<file path="config.mk">
export PLATFORM = sky130hd
export DESIGN_NAME = ipr_regs
export DESIGN_NICKNAME = d
export VERILOG_FILES = /design/src/core/ipr_pkg.sv /design/src/core/ipr_regs.sv
export VERILOG_INCLUDE_DIRS = /design/src /design/src/core
export SDC_FILE = /design/constraint.sdc
export NUM_CORES = 1
export LEC_CHECK = 0
export BUFFER_PORTS_ARGS = -buffer_cell sky130_fd_sc_hd__buf_2
export CAP_MARGIN = 20
export CORE_MARGIN = 10
export CORE_UTILIZATION = 38
export DETAILED_ROUTE_END_ITERATION = 6
export PLACE_DENSITY = 0.95
export RECOVER_POWER = 25
export SLEW_MARGIN = 20
export SYNTH_ARGS = -nofsm -noshare
export SYNTH_HDL_FRONTEND = slang
export SYNTH_SLANG_ARGS = --single-unit
</file>
<file path="constraint.sdc">
create_clock -name ref_clk -period 3.58 [get_ports ref_clk]
set_input_delay 0.358 -clock ref_clk [delete_from_list [all_inputs] [get_ports ref_clk]]
set_output_delay 0.358 -clock ref_clk [all_outputs]
set_load 0.005 [all_outputs]
</file>
<file path="src/core/ipr_cfg.svh">
// ipr_cfg.svh: offsets, field positions, reset values for the priority registers
// assumes: included by bare name from the package and the design file
`ifndef IPR_CFG_SVH
`define IPR_CFG_SVH
// ============================================================
// register byte offsets (one aligned 32-bit word each)
`define IPR_ADDR_W      4
`define IPR_OFS_INT1    4'h0
`define IPR_OFS_INT2    4'h4
`define IPR_OFS_INT3    4'h8
// ============================================================
// field layout
`define IPR_LVL_W       3
`define IPR_INT1_LSB    0
`define IPR_INT2_LSB    4
`define IPR_INT3_LSB    4
`define IPR_REG_W       16
`define IPR_DATA_W      32
// ============================================================
// values
`define IPR_LVL_RST     3'h4
`define IPR_LVL_OFF     3'h0
`define IPR_LVL_MIN     3'h1
`define IPR_LVL_MAX     3'h7
`define IPR_NSRC        3
`define IPR_RD_ERR      32'h0000_0000
`endif

</file>
<file path="src/core/ipr_pkg.sv">
// ipr_pkg.sv: types shared by the priority register block
// assumes: ipr_cfg.svh on the include path
`default_nettype none
`include "ipr_cfg.svh"
package ipr_pkg;
  // ============================================================
  // level of one source, 0 means disabled
  typedef logic [`IPR_LVL_W-1:0] ipr_lvl_t;
  // ============================================================
  // avalon-mm request from the bus master
  typedef struct packed {
    logic [`IPR_ADDR_W-1:0] address;
    logic                   read;
    logic                   write;
    logic [`IPR_DATA_W-1:0] writedata;
    logic [3:0]             byteenable;
  } ipr_req_s;
  // per-source decoded output toward arbitration
  typedef struct packed {
    logic     active;
    ipr_lvl_t level;
  } ipr_src_s;
endpackage : ipr_pkg
`default_nettype wire

</file>
<file path="src/core/ipr_regs.sv">
// ipr_regs.sv: priority fields of three external interrupt sources, avalon-mm slave
// assumes: single clock ref_clk, async active-low reset, master holds request until waitrequest low
//
// Overview of operation
// - code 111 gives level 7, intermediate codes give matching levels
// - code 001 gives level 1, lowest level still requesting service
// - code 000 disables source, never requests whatever its flag
// - unimplemented register bits always read back as zero
// - every priority field resets to 100, level 4; other bits zero
// - first source field sits in bits 2..0 of its register
// - second source field sits in bits 6..4 of its register
// - third source field sits in bits 6..4 of its register
`timescale 1ns/10ps
`default_nettype none
`include "ipr_cfg.svh"
module ipr_regs (
  // clock and reset
  input  wire logic                         ref_clk,
  input  wire logic                         rst_n,
  // avalon-mm slave
  input  wire logic [`IPR_ADDR_W-1:0]       avs_address,
  input  wire logic                         avs_read,
  input  wire logic                         avs_write,
  input  wire logic [`IPR_DATA_W-1:0]       avs_writedata,
  input  wire logic [3:0]                   avs_byteenable,
  output logic      [`IPR_DATA_W-1:0]       avs_readdata,
  output logic                              avs_waitrequest,
  // interrupt flags in, prioritised requests out
  input  wire logic [`IPR_NSRC-1:0]         src_flag,
  output logic      [`IPR_NSRC-1:0]         src_request,
  output logic      [`IPR_NSRC*`IPR_LVL_W-1:0] src_level
);
  // ============================================================
  // bus decode
  ipr_pkg::ipr_lvl_t lvl_r   [`IPR_NSRC];
  ipr_pkg::ipr_lvl_t lvl_nxt [`IPR_NSRC];
  logic              ack_r;
  logic [`IPR_DATA_W-1:0] rdata_r;
  logic [`IPR_DATA_W-1:0] rdata_nxt;
  wire  logic        req     = avs_read | avs_write;
  wire  logic        sel1    = (avs_address == `IPR_OFS_INT1);
  wire  logic        sel2    = (avs_address == `IPR_OFS_INT2);
  wire  logic        sel3    = (avs_address == `IPR_OFS_INT3);
  // write lands at the accepting edge only, the same edge at which the master lets go
  wire  logic        do_wr   = avs_write & ack_r & avs_byteenable[0];
  wire  logic [`IPR_NSRC-1:0] wr_hit = {do_wr & sel3, do_wr & sel2, do_wr & sel1};
  // one wait state: answer on the second cycle of each request
  assign avs_waitrequest = req & ~ack_r;
  assign avs_readdata    = rdata_r;

  // place a level into a zero word at a bit position
  function automatic logic [`IPR_DATA_W-1:0] place(input ipr_pkg::ipr_lvl_t v, input int lsb);
    logic [`IPR_DATA_W-1:0] w;
    w = '0;
    w[lsb +: `IPR_LVL_W] = v;
    return w;
  endfunction : place

  // only implemented bits are driven, the rest are zero
  always_comb
  begin
    rdata_nxt = '0;
    if (sel1)
      rdata_nxt = place(lvl_r[0], `IPR_INT1_LSB);
    else if (sel2)
      rdata_nxt = place(lvl_r[1], `IPR_INT2_LSB);
    else if (sel3)
      rdata_nxt = place(lvl_r[2], `IPR_INT3_LSB);
    else
      rdata_nxt = `IPR_RD_ERR;
  end

  always_comb
  begin
    lvl_nxt[0] = wr_hit[0] ? avs_writedata[`IPR_INT1_LSB +: `IPR_LVL_W] : lvl_r[0];
    lvl_nxt[1] = wr_hit[1] ? avs_writedata[`IPR_INT2_LSB +: `IPR_LVL_W] : lvl_r[1];
    lvl_nxt[2] = wr_hit[2] ? avs_writedata[`IPR_INT3_LSB +: `IPR_LVL_W] : lvl_r[2];
  end

  // ============================================================
  // registers
  always_ff @(posedge ref_clk or negedge rst_n)
  begin
    if (!rst_n)
    begin
      ack_r   <= 1'b0;
      rdata_r <= '0;
    end
    else
    begin
      ack_r   <= req & ~ack_r;
      rdata_r <= (avs_read & ~ack_r) ? rdata_nxt : rdata_r;
    end
  end

  genvar g;
  generate
    for (g = 0; g < `IPR_NSRC; g++)
    begin : g_src
      always_ff @(posedge ref_clk or negedge rst_n)
      begin
        if (!rst_n)
          lvl_r[g] <= `IPR_LVL_RST;
        else
          lvl_r[g] <= lvl_nxt[g];
      end
      // level passes straight through; zero masks the request
      assign src_level[g*`IPR_LVL_W +: `IPR_LVL_W] = lvl_r[g];
      assign src_request[g] = src_flag[g] & (lvl_r[g] != `IPR_LVL_OFF);
    end
  endgenerate

  // ============================================================
  // checks: bus access
  wait_first_a: assert property (
    @(posedge ref_clk) disable iff (!rst_n)
    $rose(req) |-> avs_waitrequest)
    else $error("new request not held off");

  wait_one_a: assert property (
    @(posedge ref_clk) disable iff (!rst_n)
    $rose(req) |=> !avs_waitrequest)
    else $error("answer late");

  read_unmap_a: assert property (
    @(posedge ref_clk) disable iff (!rst_n)
    (avs_read && !avs_waitrequest && !(sel1 || sel2 || sel3)) |-> (avs_readdata == '0))
    else $error("unmapped read nonzero");

  byte_skip_a: assert property (
    @(posedge ref_clk) disable iff (!rst_n)
    (avs_write && !avs_waitrequest && !avs_byteenable[0]) |=> $stable(src_level))
    else $error("write without low byte changed a field");

  // ============================================================
  // checks: fields
  read_int1_a: assert property (
    @(posedge ref_clk) disable iff (!rst_n)
    (avs_read && !avs_waitrequest && sel1) |-> (avs_readdata[`IPR_INT1_LSB +: `IPR_LVL_W] == lvl_r[0]))
    else $error("field 1 read wrong");

  read_int2_a: assert property (
    @(posedge ref_clk) disable iff (!rst_n)
    (avs_read && !avs_waitrequest && sel2) |-> (avs_readdata[`IPR_INT2_LSB +: `IPR_LVL_W] == lvl_r[1]))
    else $error("field 2 read wrong");

  read_int3_a: assert property (
    @(posedge ref_clk) disable iff (!rst_n)
    (avs_read && !avs_waitrequest && sel3) |-> (avs_readdata[`IPR_INT3_LSB +: `IPR_LVL_W] == lvl_r[2]))
    else $error("field 3 read wrong");

  read_zero1_a: assert property (
    @(posedge ref_clk) disable iff (!rst_n)
    (avs_read && !avs_waitrequest && sel1) |-> (avs_readdata[`IPR_DATA_W-1:`IPR_INT1_LSB+`IPR_LVL_W] == '0))
    else $error("unimplemented bits of register 1 nonzero");

  read_zero2_a: assert property (
    @(posedge ref_clk) disable iff (!rst_n) (avs_read && !avs_waitrequest && sel2) |->
    (avs_readdata[`IPR_DATA_W-1:`IPR_INT2_LSB+`IPR_LVL_W] == '0 && avs_readdata[`IPR_INT2_LSB-1:0] == '0))
    else $error("unimplemented bits of register 2 nonzero");

  read_zero_a: assert property (
    @(posedge ref_clk) disable iff (!rst_n) (avs_read && !avs_waitrequest && sel3) |->
    (avs_readdata[`IPR_DATA_W-1:`IPR_INT3_LSB+`IPR_LVL_W] == '0 && avs_readdata[`IPR_INT3_LSB-1:0] == '0))
    else $error("unimplemented bits of register 3 nonzero");

  write_one_a: assert property (
    @(posedge ref_clk) disable iff (!rst_n)
    wr_hit[0] |=> (src_level[`IPR_LVL_W-1:0] == $past(avs_writedata[`IPR_INT1_LSB +: `IPR_LVL_W])))
    else $error("field 1 write not applied");

  write_next_a: assert property (
    @(posedge ref_clk) disable iff (!rst_n)
    wr_hit[1] |=> (lvl_r[1] == $past(avs_writedata[`IPR_INT2_LSB +: `IPR_LVL_W])))
    else $error("field 2 write not applied next cycle");

  write_three_a: assert property (
    @(posedge ref_clk) disable iff (!rst_n)
    wr_hit[2] |=> (src_level[2*`IPR_LVL_W +: `IPR_LVL_W] == $past(avs_writedata[`IPR_INT3_LSB +: `IPR_LVL_W])))
    else $error("field 3 write not applied");

  level_pass_a: assert property (
    @(posedge ref_clk) disable iff (!rst_n)
    (wr_hit[0] && avs_writedata[`IPR_INT1_LSB +: `IPR_LVL_W] == `IPR_LVL_MAX) |=> (src_level[`IPR_LVL_W-1:0] == `IPR_LVL_MAX))
    else $error("code 111 did not give the top level");

  reset_level_a: assert property (
    @(posedge ref_clk)
    $rose(rst_n) |-> (lvl_r[0] == `IPR_LVL_RST && lvl_r[1] == `IPR_LVL_RST && lvl_r[2] == `IPR_LVL_RST))
    else $error("reset level wrong");

  // ============================================================
  // checks: arbitration, per source
  generate
    for (g = 0; g < `IPR_NSRC; g++)
    begin : g_chk
      disable_off_a: assert property (
        @(posedge ref_clk) disable iff (!rst_n)
        (lvl_r[g] == `IPR_LVL_OFF) |-> !src_request[g])
        else $error("disabled source requested");

      low_level_a: assert property (
        @(posedge ref_clk) disable iff (!rst_n)
        (src_flag[g] && lvl_r[g] == `IPR_LVL_MIN) |-> src_request[g])
        else $error("level 1 source not requesting");

      req_on_a: assert property (
        @(posedge ref_clk) disable iff (!rst_n)
        (src_flag[g] && lvl_r[g] != `IPR_LVL_OFF) |-> src_request[g])
        else $error("enabled flagged source not requesting");

      hold_level_a: assert property (
        @(posedge ref_clk) disable iff (!rst_n)
        !wr_hit[g] |=> $stable(lvl_r[g]))
        else $error("level changed without a write");
    end
  endgenerate

  // ============================================================
  // coverage
  cov_wr_c: cover property (@(posedge ref_clk) do_wr && sel1);
  cov_rd_c: cover property (@(posedge ref_clk) avs_read && !avs_waitrequest && sel2);
  cov_off_c: cover property (@(posedge ref_clk) src_flag[2] && lvl_r[2] == `IPR_LVL_OFF);
  cov_lvl1_c: cover property (@(posedge ref_clk) src_request[1] && lvl_r[1] == `IPR_LVL_MIN);
  cov_unmap_c: cover property (@(posedge ref_clk) avs_read && !avs_waitrequest && !(sel1 || sel2 || sel3));
endmodule : ipr_regs
`default_nettype wire

</file>
# Word-level counts from Yosys, hierarchy flattened
# Index checks and enable logic that the tools add are counted.
# totals
ff_bits	42
input_bits	47
output_inout_bits	45
# op_classes
eq_ne	2
muxes	3
bitwise_logic	12
n_reduce_logical	4
# op_table
operator	count
$mux 32	2
$and 1x1->1	10
$reduce_bool 3->1	3
$mux 7	1
$eq 4x3->1 const B	1
$eq 4x4->1 const B	1
$logic_not 4->1	1
$not 1->1	1
$or 1x1->1	1

# Logic depth before layout (Yosys ltp)
# Gate-level depths: netlist of run 1.
# logic_depth
word_depth	4
ltp_mapped	4
mapped_depth_nobuf	3

# Least setup slack after synthesis of run 1
# OpenSTA, ideal clock, no wires.
# synth_timing
kind	input to register
from	input port avs_address[1]
to	register lvl_r, in the netlist src_level[0]
arrival_ps	1178
setup_slack_ps	2278
stages	3
t_required_ps	3455
setup_time_ps	125
cell_sequence	nor4_4 > and2_4 > mux2_2
# synth_via
elab_chain_len	2
# synth_rtl
item	line	source
start, declared	ipr_regs.sv:21	input wire logic [`IPR_ADDR_W-1:0] avs_address,
$logic_not 4->1 (no source line)	-	
$and 1x1->1	ipr_regs.sv:46	wire logic [`IPR_NSRC-1:0] wr_hit = {do_wr & sel3, do_wr & sel2, do_wr & sel1};
end signal, assigned by index	ipr_regs.sv:103	lvl_r[g] <= `IPR_LVL_RST;
end signal, assigned by index	ipr_regs.sv:105	lvl_r[g] <= lvl_nxt[g];
end, declared	ipr_regs.sv:35	ipr_pkg::ipr_lvl_t lvl_r [`IPR_NSRC];
# No other way between the ends.
# A chain may end at the register's enable or synchronous reset.

# Final worst setup path of run 1
# layout_timing
from	register lvl_r, in the netlist src_level[6]
to	output port src_request[2]
# layout_via
elab_chain_len	2
# layout_rtl
item	line	source
$reduce_bool 3->1 (no source line)	-	
$and 1x1->1	ipr_regs.sv:109	assign src_request[g] = src_flag[g] & (lvl_r[g] != `IPR_LVL_OFF);
end, declared	ipr_regs.sv:30	output logic [`IPR_NSRC-1:0] src_request,
# No other way between the ends.

==> impl_metrics.csv, run 1 <==
group,metric,value,unit
timing,hold_viol,0,
cells_and_area,antenna_cells,0,
clocking,tritoncts,"yes",
timing,fin_crit_sh,42.8,%
global_route,grt_max_degree,17,
drt,drt_wl_total,2360,um
logic_synthesis,syn_area,908,um2
drt,drt_iter0_drc,18,
die,start_util,40.3,%
die,pin_count,92,
cells_and_area,syn2layout_area_growth,16.0,%
timing,worstMarginPinSlew,0.807,ns
drt,vias,702,
timing,relSlewSlack,46.2,%
setup_path,critPathBufInv,1,
logic_synthesis,synth_cell_types,18,
timing,fin_setup_tns,0,ns
setup_path,crit_path_max_incr_delay,0.45,ns
setup_path,cp_max_fo,4,
outcome,status,"completed",
cells_and_area,final_area,0.00105,mm2
timing,setup_violations,0,
logic_synthesis,ys_ff_latch,16,
setup_path,r2r_slack,2.28,ns
clocking,htreeDepth,1,
setup_path,cp-end-kind,"primary output",
min_path,hold_class,"in -> reg",
die,die_w,68.9,um
die,rows,17,
logic_synthesis,yosysWarnings,0,
drt,via_per_inst,4.68,
power,p_leak,0.586,nW
cells_and_area,drive_gt1_share,42.6,%
timing,fin_crit,1.53,ns
cells_and_area,nNetsFinal,170,
timing,worst_slack,2.05,ns
global_route,grt_pass1_wl,3460,um
setup_path,crit_slowest_cell,"dfrtp_1",
setup_path,crit_type,"reg -> out",
global_route,antenna_found_initial,0,
global_route,grtUsageTotal,9.58,%
drt,antenna_left,0,
power,vdd_drop_max,0.247,mV
clocking,cts_setup_buffers,0,
place,gp_congestion,0.705,
logic_synthesis,synthCells,83,
setup_path,cp_top_family,"flip-flops",
clocking,cts_sinks,16,
clocking,clk_pin_slew,0.10,ns
place,place_area,0.00102,mm2
drt,drc,0,
place,place_ws,2.07,ns
setup_path,path_cells,"o31a_1 -> buf_2",
timing,rsz0062_at_grt,"no",
setup_path,required,3.22,ns
die,die-area,0.00475,mm2
clocking,hold_buffers,1,
logic_synthesis,avgSynthCellArea,10.9,um2
die,fp.dieH,68.9,um
drt,first_pass_iters,4,
die,core,0.00225,mm2
clocking,cts_buffer_depth,2,
drt,wire_per_inst,15.7,um
setup_path,start_kind,"flop",
timing,maxSlewViolCount,0,
global_route,grt_overflow,0,
place,io_buffers,36,
cells_and_area,final_common_cell,"buf_2",
clocking,clkLatencyLatePin,0.30,ns
global_route,grt_pass1_vias,760,
timing,fmax,653,MHz
clocking,cts_made_buffers,3,
cells_and_area,fillers,194,
run,maxCapViolCount,0,
clocking,ctsResizeCount,0,
logic_synthesis,seq_area_frac_synth,44.5,%
clocking,cts_root_buf,"clkbuf_4",
cells_and_area,final_cell_mix,"35 x buf_2, 26 x conb_1, 13 x dfrtp_1",
power,power_density,386,mW/mm2
setup_path,arrival,1.17,ns
timing,clock_skew,0.00628,ns
==> stage by stage <==
stage | hold WS [ns] | util [%] | instances | power (mW)
after floorplan | 0.0624 | - | 108 | 0.277
after CTS | 0.293 | 46.8 | 150 | 0.406
after global routing | 0.282 | 46.7 | 150 | 0.431
after detailed placement | 0.284 | 45.2 | 145 | 0.305
after global placement | 0.272 | 45.2 | 145 | 0.299
final | 0.288 | 46.7 | 150 | 0.406
==> kinds of logic (layout without fill, tap and decap cells) <==
| logic type | after synthesis | after routing | share of synthesized area (%) |
|---|---|---|---|
| and+or+nand+nor | 18 | 18 | 11.7 |
| AOI/OAI and AO/OA | 12 | 12 | 10.3 |
| buffers and inverters | 27 | 41 | 21.9 |
| DFF | 16 | 16 | 44.5 |
| muxes | 9 | 9 | 11.2 |
| other | 1 | 26 | 0.413 |
==> synthesized netlist by cell type <==
| library cell | number | area [um2] |
|---|---|---|
| and3_1 | 1 | 6.26 |
| clkbuf_1 | 1 | 3.75 |
| o31a_1 | 3 | 26.3 |
| nand2_1 | 6 | 22.5 |
| o21ai_0 | 3 | 15.0 |
| dfrtp_1 | 13 | 325 |
| nand3_1 | 2 | 10.0 |
| nor4_4 | 1 | 21.3 |
| a22o_1 | 6 | 52.6 |
| nor2_1 | 3 | 11.3 |
| dfstp_2 | 3 | 78.8 |
| nand2b_1 | 1 | 6.26 |
| buf_4 | 26 | 195 |
| and2b_1 | 2 | 15.0 |
| mux2_2 | 9 | 101 |
| and2_4 | 1 | 8.76 |
| conb_1 | 1 | 3.75 |
| nor3_1 | 1 | 5.00 |
==> area by class of cell <==
cell class | count | area (um2) | area share, %
flip-flops and latches | 16 | 404 | 38.4
multi-input cells | 65 | 399 | 37.9
repair buffers | 37 | 189 | 17.9
well taps | 28 | 35.0 | 3.33
clock buffers | 4 | 26.3 | 2.49
==> power breakdown <==
part | internal (mW) | leakage [nW] | switching, mW
sequential | 0.201 | 0.207 | 0.0183
combinational | 0.0420 | 0.364 | 0.0424
clock | 0.0434 | 0.0150 | 0.0589
total | 0.287 | 0.586 | 0.120
==> final timing paths <==
check                                                 start                          end  cells past startpoint
worst max-delay path               src_level[6]$_DFFE_PN0P_               src_request[2]                      2
worst min-delay path                       avs_writedata[0]     src_level[0]$_DFFE_PN0P_                      2
worst max register to register              ack_r$_DFF_PN0_  avs_readdata[5]$_DFFE_PN0P_                      3
worst min register to register  avs_readdata[2]$_DFFE_PN0P_  avs_readdata[2]$_DFFE_PN0P_                      2
max in group asynchronous                             rst_n     src_level[4]$_DFFE_PN0P_                      2
min in group asynchronous                             rst_n     src_level[0]$_DFFE_PN0P_                      2
==> routing by layer <==
metal | GRT usage, % | up-vias | part of all wire [%]
li1 | - | 312 | -
met1 | 10.6 | 321 | 38
met2 | 14.8 | 60 | 42
met3 | 3.70 | 9 | 17
met4 | 6.65 | 0 | 3.1
met5 | 0 | - | 0
==> flip-flops by register name, indices dropped and copies added (netlist names) <==
name,count
src_level,9
avs_readdata,6
ack_r,1
==> worst register-to-register path: cells and delay by family, from the launching register on <==
family             cells  cell delay [ns]
AOI/OAI and AO/OA      1             0.18
and+or+nand+nor        2             0.64
DFF                    1             0.41
Power figures use the tool's default switching activity.
==> run 2: changes to the inputs <==
- CORE_ASPECT_RATIO: unset -> 2
- CORE_UTILIZATION: 38 -> 35
- PLACE_DENSITY: 0.95 -> 0.91
- clock period: 3.58 -> 1.6 ns (I/O delays scaled with it)
==> run 2 against run 1 <==
Net effect: clock power grew to 3.5 times the previous value; sequential power is 120% higher; global-route usage down 1.1 points; critical path depth unchanged; worst hold slack lost 0.15 ns; setup slack lost 1.7 ns; critical path type unchanged.
==> impl_metrics.csv, run 2 (synthesis results as in run 1) <==
group,metric,value,unit
outcome,status,"completed",
global_route,grt_pass1_vias,772,
timing,fin_crit,1.27,ns
place,place_ws,0.288,ns
clocking,cts_setup_buffers,0,
clocking,cts_made_buffers,3,
min_path,hold_depth,2,
timing,fin_setup_tns,0,ns
global_route,antenna_found_initial,0,
setup_path,cp-end-kind,"primary output",
drt,via_per_inst,4.51,
drt,antenna_left,0,
drt,wire_per_inst,14.7,um
setup_path,crit_path_max_incr_delay,0.43,ns
setup_path,path_cells,"o31a_1 -> buf_2",
cells_and_area,seqCellArea,404,um2
timing,maxSlewViolCount,0,
timing,fin_crit_sh,79.5,%
die,die-area,0.00516,mm2
setup_path,cp_max_fo,4,
power,power_density,953,mW/mm2
cells_and_area,fillers,272,
drt,drt_iter0_drc,16,
clocking,clkLatencyLatePin,0.25,ns
cells_and_area,multi_input_area,399,um2
clocking,cts_sinks,16,
cells_and_area,nNetsFinal,170,
setup_path,start_kind,"flop",
setup_path,cp.depth,2,
drt,drt_wl_total,2210,um
drt,vias,677,
clocking,tritoncts,"yes",
timing,clock_skew,0.00228,ns
die,die_w,56.0,um
drt,first_pass_iters,4,
timing,hold_viol,0,
clocking,clk_pin_slew,0.06,ns
drt,drc,0,
setup_path,critPathBufInv,1,
place,place_inst,145,
place,io_buffers,36,
place,place_hpwl,1870,um
timing,rsz0062_at_grt,"no",
clocking,htreeDepth,1,
die,core,0.00254,mm2
setup_path,crit_type,"reg -> out",
cells_and_area,final_area,0.00108,mm2
cells_and_area,utilization,42.7,%
timing,fmax,786,MHz
place,gp_congestion,0.770,
cells_and_area,final_common_cell,"buf_2",
die,rows,26,
die,pin_count,92,
setup_path,required,1.44,ns
cells_and_area,antenna_cells,0,
timing,holdWs,0.135,ns
timing,worstMarginPinSlew,0.871,ns
global_route,grt_pass1_wl,3550,um
power,fin_total_pwr,1.03,mW
cells_and_area,final_cell_mix,"35 x buf_2, 26 x conb_1, 13 x dfrtp_1",
clocking,cts_root_buf,"clkbuf_8",
setup_path,reg2reg_depth,3,
setup_path,arrival,1.11,ns
cells_and_area,syn2layout_area_growth,19.1,%
min_path,hold_class,"in -> reg",
run,maxCapViolCount,0,
cells_and_area,drive_gt1_share,43.4,%
timing,worst_slack,0.329,ns
setup_path,crit_slowest_cell,"dfrtp_1",
timing,setup_violations,0,
clocking,cts_buffer_depth,2,
global_route,grt_overflow,0,
die,start_util,35.8,%
power,p_leak,0.600,nW
clocking,hold_buffers,1,
power,vdd_drop_max,0.434,mV
cells_and_area,largest_reg_flops,9,
setup_path,cp_top_family,"flip-flops",
cells_and_area,stdcell_count,150,
global_route,grtUsageTotal,8.47,%
clocking,ctsResizeCount,0,
timing,relSlewSlack,41.9,%
die,fp.dieH,92.0,um
global_route,grt_max_degree,17,
place,place_area,0.00102,mm2
[run 2: cell counts in the layout (fill, tap and decap cells not counted)]
Identical to the previous run, type by type.
[run 2: area by class of cell]
type                            count  area share [%]
Sequential cell                    16            37.3
Multi-Input combinational cell     65            36.9
Timing Repair Buffer               37            17.5
Clock buffer                        4            5.09
Tap cell                           28            3.24
[run 2: power by group]
group          switching (mW)  total, mW  internal (mW)
sequential             0.0375      0.489          0.451
clock                   0.139      0.358          0.219
combinational          0.0912      0.185         0.0939
total                   0.268       1.03          0.763
[run 2: worst paths after layout]
check                      slack, ns                      from                          end
max                             0.33  src_level[6]$_DFFE_PN0P_               src_request[2]
min                             0.14          avs_writedata[0]     src_level[0]$_DFFE_PN0P_
max reg2reg                     0.37           ack_r$_DFF_PN0_     src_level[4]$_DFFE_PN0P_
min reg2reg                     0.45           ack_r$_DFF_PN0_              ack_r$_DFF_PN0_
max in group asynchronous       0.53                     rst_n  avs_readdata[6]$_DFFE_PN0P_
min in group asynchronous       0.53                     rst_n  avs_readdata[0]$_DFFE_PN0P_
[run 2: routing by layer]
metal	up-vias	share of wire (%)	global-route usage, %
li1	311	-	-
met1	312	31	7.41
met2	49	49	13.8
met3	5	17	5.94
met4	0	2.2	4.84
met5	-	0	0
==> run 3: changes to the inputs <==
- clock period: 1.6 -> 1.25 ns (I/O delays scaled with it)
==> run 3 against run 2 <==
Net effect: combinational power grew 38%; utilization grew 1.8 points; highest routed layer unchanged; clock power grew 24%; clock-buffer cell count is the same; largest cell class is now multi-input combinational cells; critical endpoint unchanged; largest power group unchanged; die area is the same; sequential share of layout area shrank 1.5 points; critical path depth is the same; critical path type unchanged; design area grew 4.3%; first-iteration DRC count shrank 38%; setup slack lost 0.29 ns; wire length grew 1.0%.
==> impl_metrics.csv, run 3 (synthesis results as in run 1) <==
group,metric,value,unit
cells_and_area,syn2layout_area_growth,24.2,%
timing,setup_violations,0,
clocking,clk_pin_slew,0.06,ns
clocking,cts_made_buffers,3,
setup_path,start_kind,"flop",
timing,fin_crit_sh,97.1,%
cells_and_area,nNetsFinal,174,
die,die_w,56.0,um
die,rows,26,
power,p_clk_share,33.5,%
die,core,0.00254,mm2
clocking,clkLatencyLatePin,0.24,ns
timing,maxSlewViolCount,0,
power,pwr-share-seq,47.2,%
cells_and_area,final_cell_mix,"35 x buf_2, 26 x conb_1, 13 x dfrtp_1",
power,vdd_drop_max,0.664,mV
cells_and_area,largest_reg_flops,9,
timing,hold_viol,0,
setup_path,cp-end-kind,"primary output",
timing,fmax,824,MHz
power,p_leak,0.621,nW
clocking,cts_root_buf,"clkbuf_8",
cells_and_area,drive_gt1_share,48.4,%
die,start_util,35.8,%
cells_and_area,antenna_cells,0,
power,power_density,1170,mW/mm2
clocking,cts_buffer_depth,2,
outcome,status,"completed",
setup_path,arrival,1.09,ns
drt,drt_wl_total,2230,um
timing,fin_crit,1.21,ns
timing,worstMarginPinSlew,0.833,ns
min_path,hold_class,"in -> reg",
clocking,cts_sinks,16,
cells_and_area,stdcell_count,154,
drt,drc,0,
cells_and_area,final_common_cell,"buf_2",
place,io_buffers,36,
drt,via_per_inst,4.38,
clocking,tritoncts,"yes",
drt,wire_per_inst,14.5,um
global_route,grt_overflow,0,
setup_path,required,1.12,ns
cells_and_area,fillers,273,
power,swShare,25.4,%
drt,vias,674,
setup_path,crit_type,"reg -> out",
place,place_inst,148,
timing,relSlewSlack,44.4,%
timing,rsz0062_at_grt,"no",
global_route,antenna_found_initial,0,
global_route,grt_pass1_wl,3590,um
die,die-area,0.00516,mm2
clocking,htreeDepth,1,
timing,clock_skew,0.00323,ns
global_route,grtUsageTotal,8.33,%
setup_path,cp_max_fo,4,
timing,holdWs,0.113,ns
power,p_int,0.989,mW
die,fp.dieH,92.0,um
die,pin_count,92,
place,place_hpwl,1960,um
power,pwr-share-comb,19.3,%
global_route,grt_pass1_vias,774,
drt,first_pass_iters,4,
global_route,grt_max_degree,17,
drt,drt_iter0_drc,10,
power,p_sw,0.336,mW
cells_and_area,multi_input_area,415,um2
run,maxCapViolCount,0,
place,gp_congestion,0.795,
cells_and_area,seqCellArea,404,um2
drt,antenna_left,0,
run 3: timing repair:
action                                 4_1_cts  5_1_grt
hold buffers                                 1        0
setup buffers                                0        1
endpoints found under the hold margin       13        0
setup endpoints to repair                    1        9
resized for setup                            1        3
pin swaps                                    0        0
run 3: path summary, 6_finish.rpt:
| path | start | end | slack [ns] | cells past startpoint |
|---|---|---|---|---|
| worst max-delay path | src_level[6]$_DFFE_PN0P_ | src_request[2] | 0.04 | 2 |
| worst min-delay path | avs_writedata[2] | src_level[2]$_DFFE_PN1P_ | 0.11 | 2 |
| worst max register to register | ack_r$_DFF_PN0_ | src_level[4]$_DFFE_PN0P_ | 0.05 | 3 |
| worst min register to register | ack_r$_DFF_PN0_ | ack_r$_DFF_PN0_ | 0.44 | 1 |
| max in group asynchronous | rst_n | ack_r$_DFF_PN0_ | 0.24 | 2 |
| min in group asynchronous | rst_n | avs_readdata[4]$_DFFE_PN0P_ | 0.50 | 2 |
run 3: layer usage:
layer / up-vias / wire length (um) / track usage, %
li1: 319 / - / -
met1: 310 / 736 / 7.48
met2: 41 / 1140 / 14.7
met3: 4 / 321 / 5.11
met4: 0 / 31 / 3.02
met5: - / 0 / 0
run 3: through the flow:
step	utilization, %	area (um2)	power [mW]	TNS [ns]	setup slack (ns)
final	44.5	1130	1.33	0	0.0360
after global routing	44.5	1130	1.42	0	0.000436
after CTS	43.8	1110	1.33	0	0.00665
after detailed placement	41.0	1040	0.880	-0.0354	-0.0195
after global placement	41.0	1040	0.870	-0.0308	-0.0157
after floorplan	-	1000	0.793	0	0.128
run 3: area by class of cell:
class / instances / area share, %
clock buffers: 4 / 4.88
multi-input cells: 65 / 36.8
flip-flops and latches: 16 / 35.8
well taps: 28 / 3.10
repair buffers: 41 / 19.4
run 3: critical path, cell delays in order (launching register included):
cell,delay (ns)
dfrtp_1,0.42
o31a_1,0.30
buf_2,0.12
run 3: power by group through the flow:
| stage | Sequential (mW) | Combinational (mW) | Clock (mW) |
|---|---|---|---|
| final | 0.626 | 0.256 | 0.444 |
| after detailed placement | 0.635 | 0.245 | 0 |
| after global placement | 0.632 | 0.238 | 0 |
| after CTS | 0.626 | 0.249 | 0.460 |
| after global routing | 0.634 | 0.289 | 0.491 |
| after floorplan | 0.628 | 0.165 | 0 |
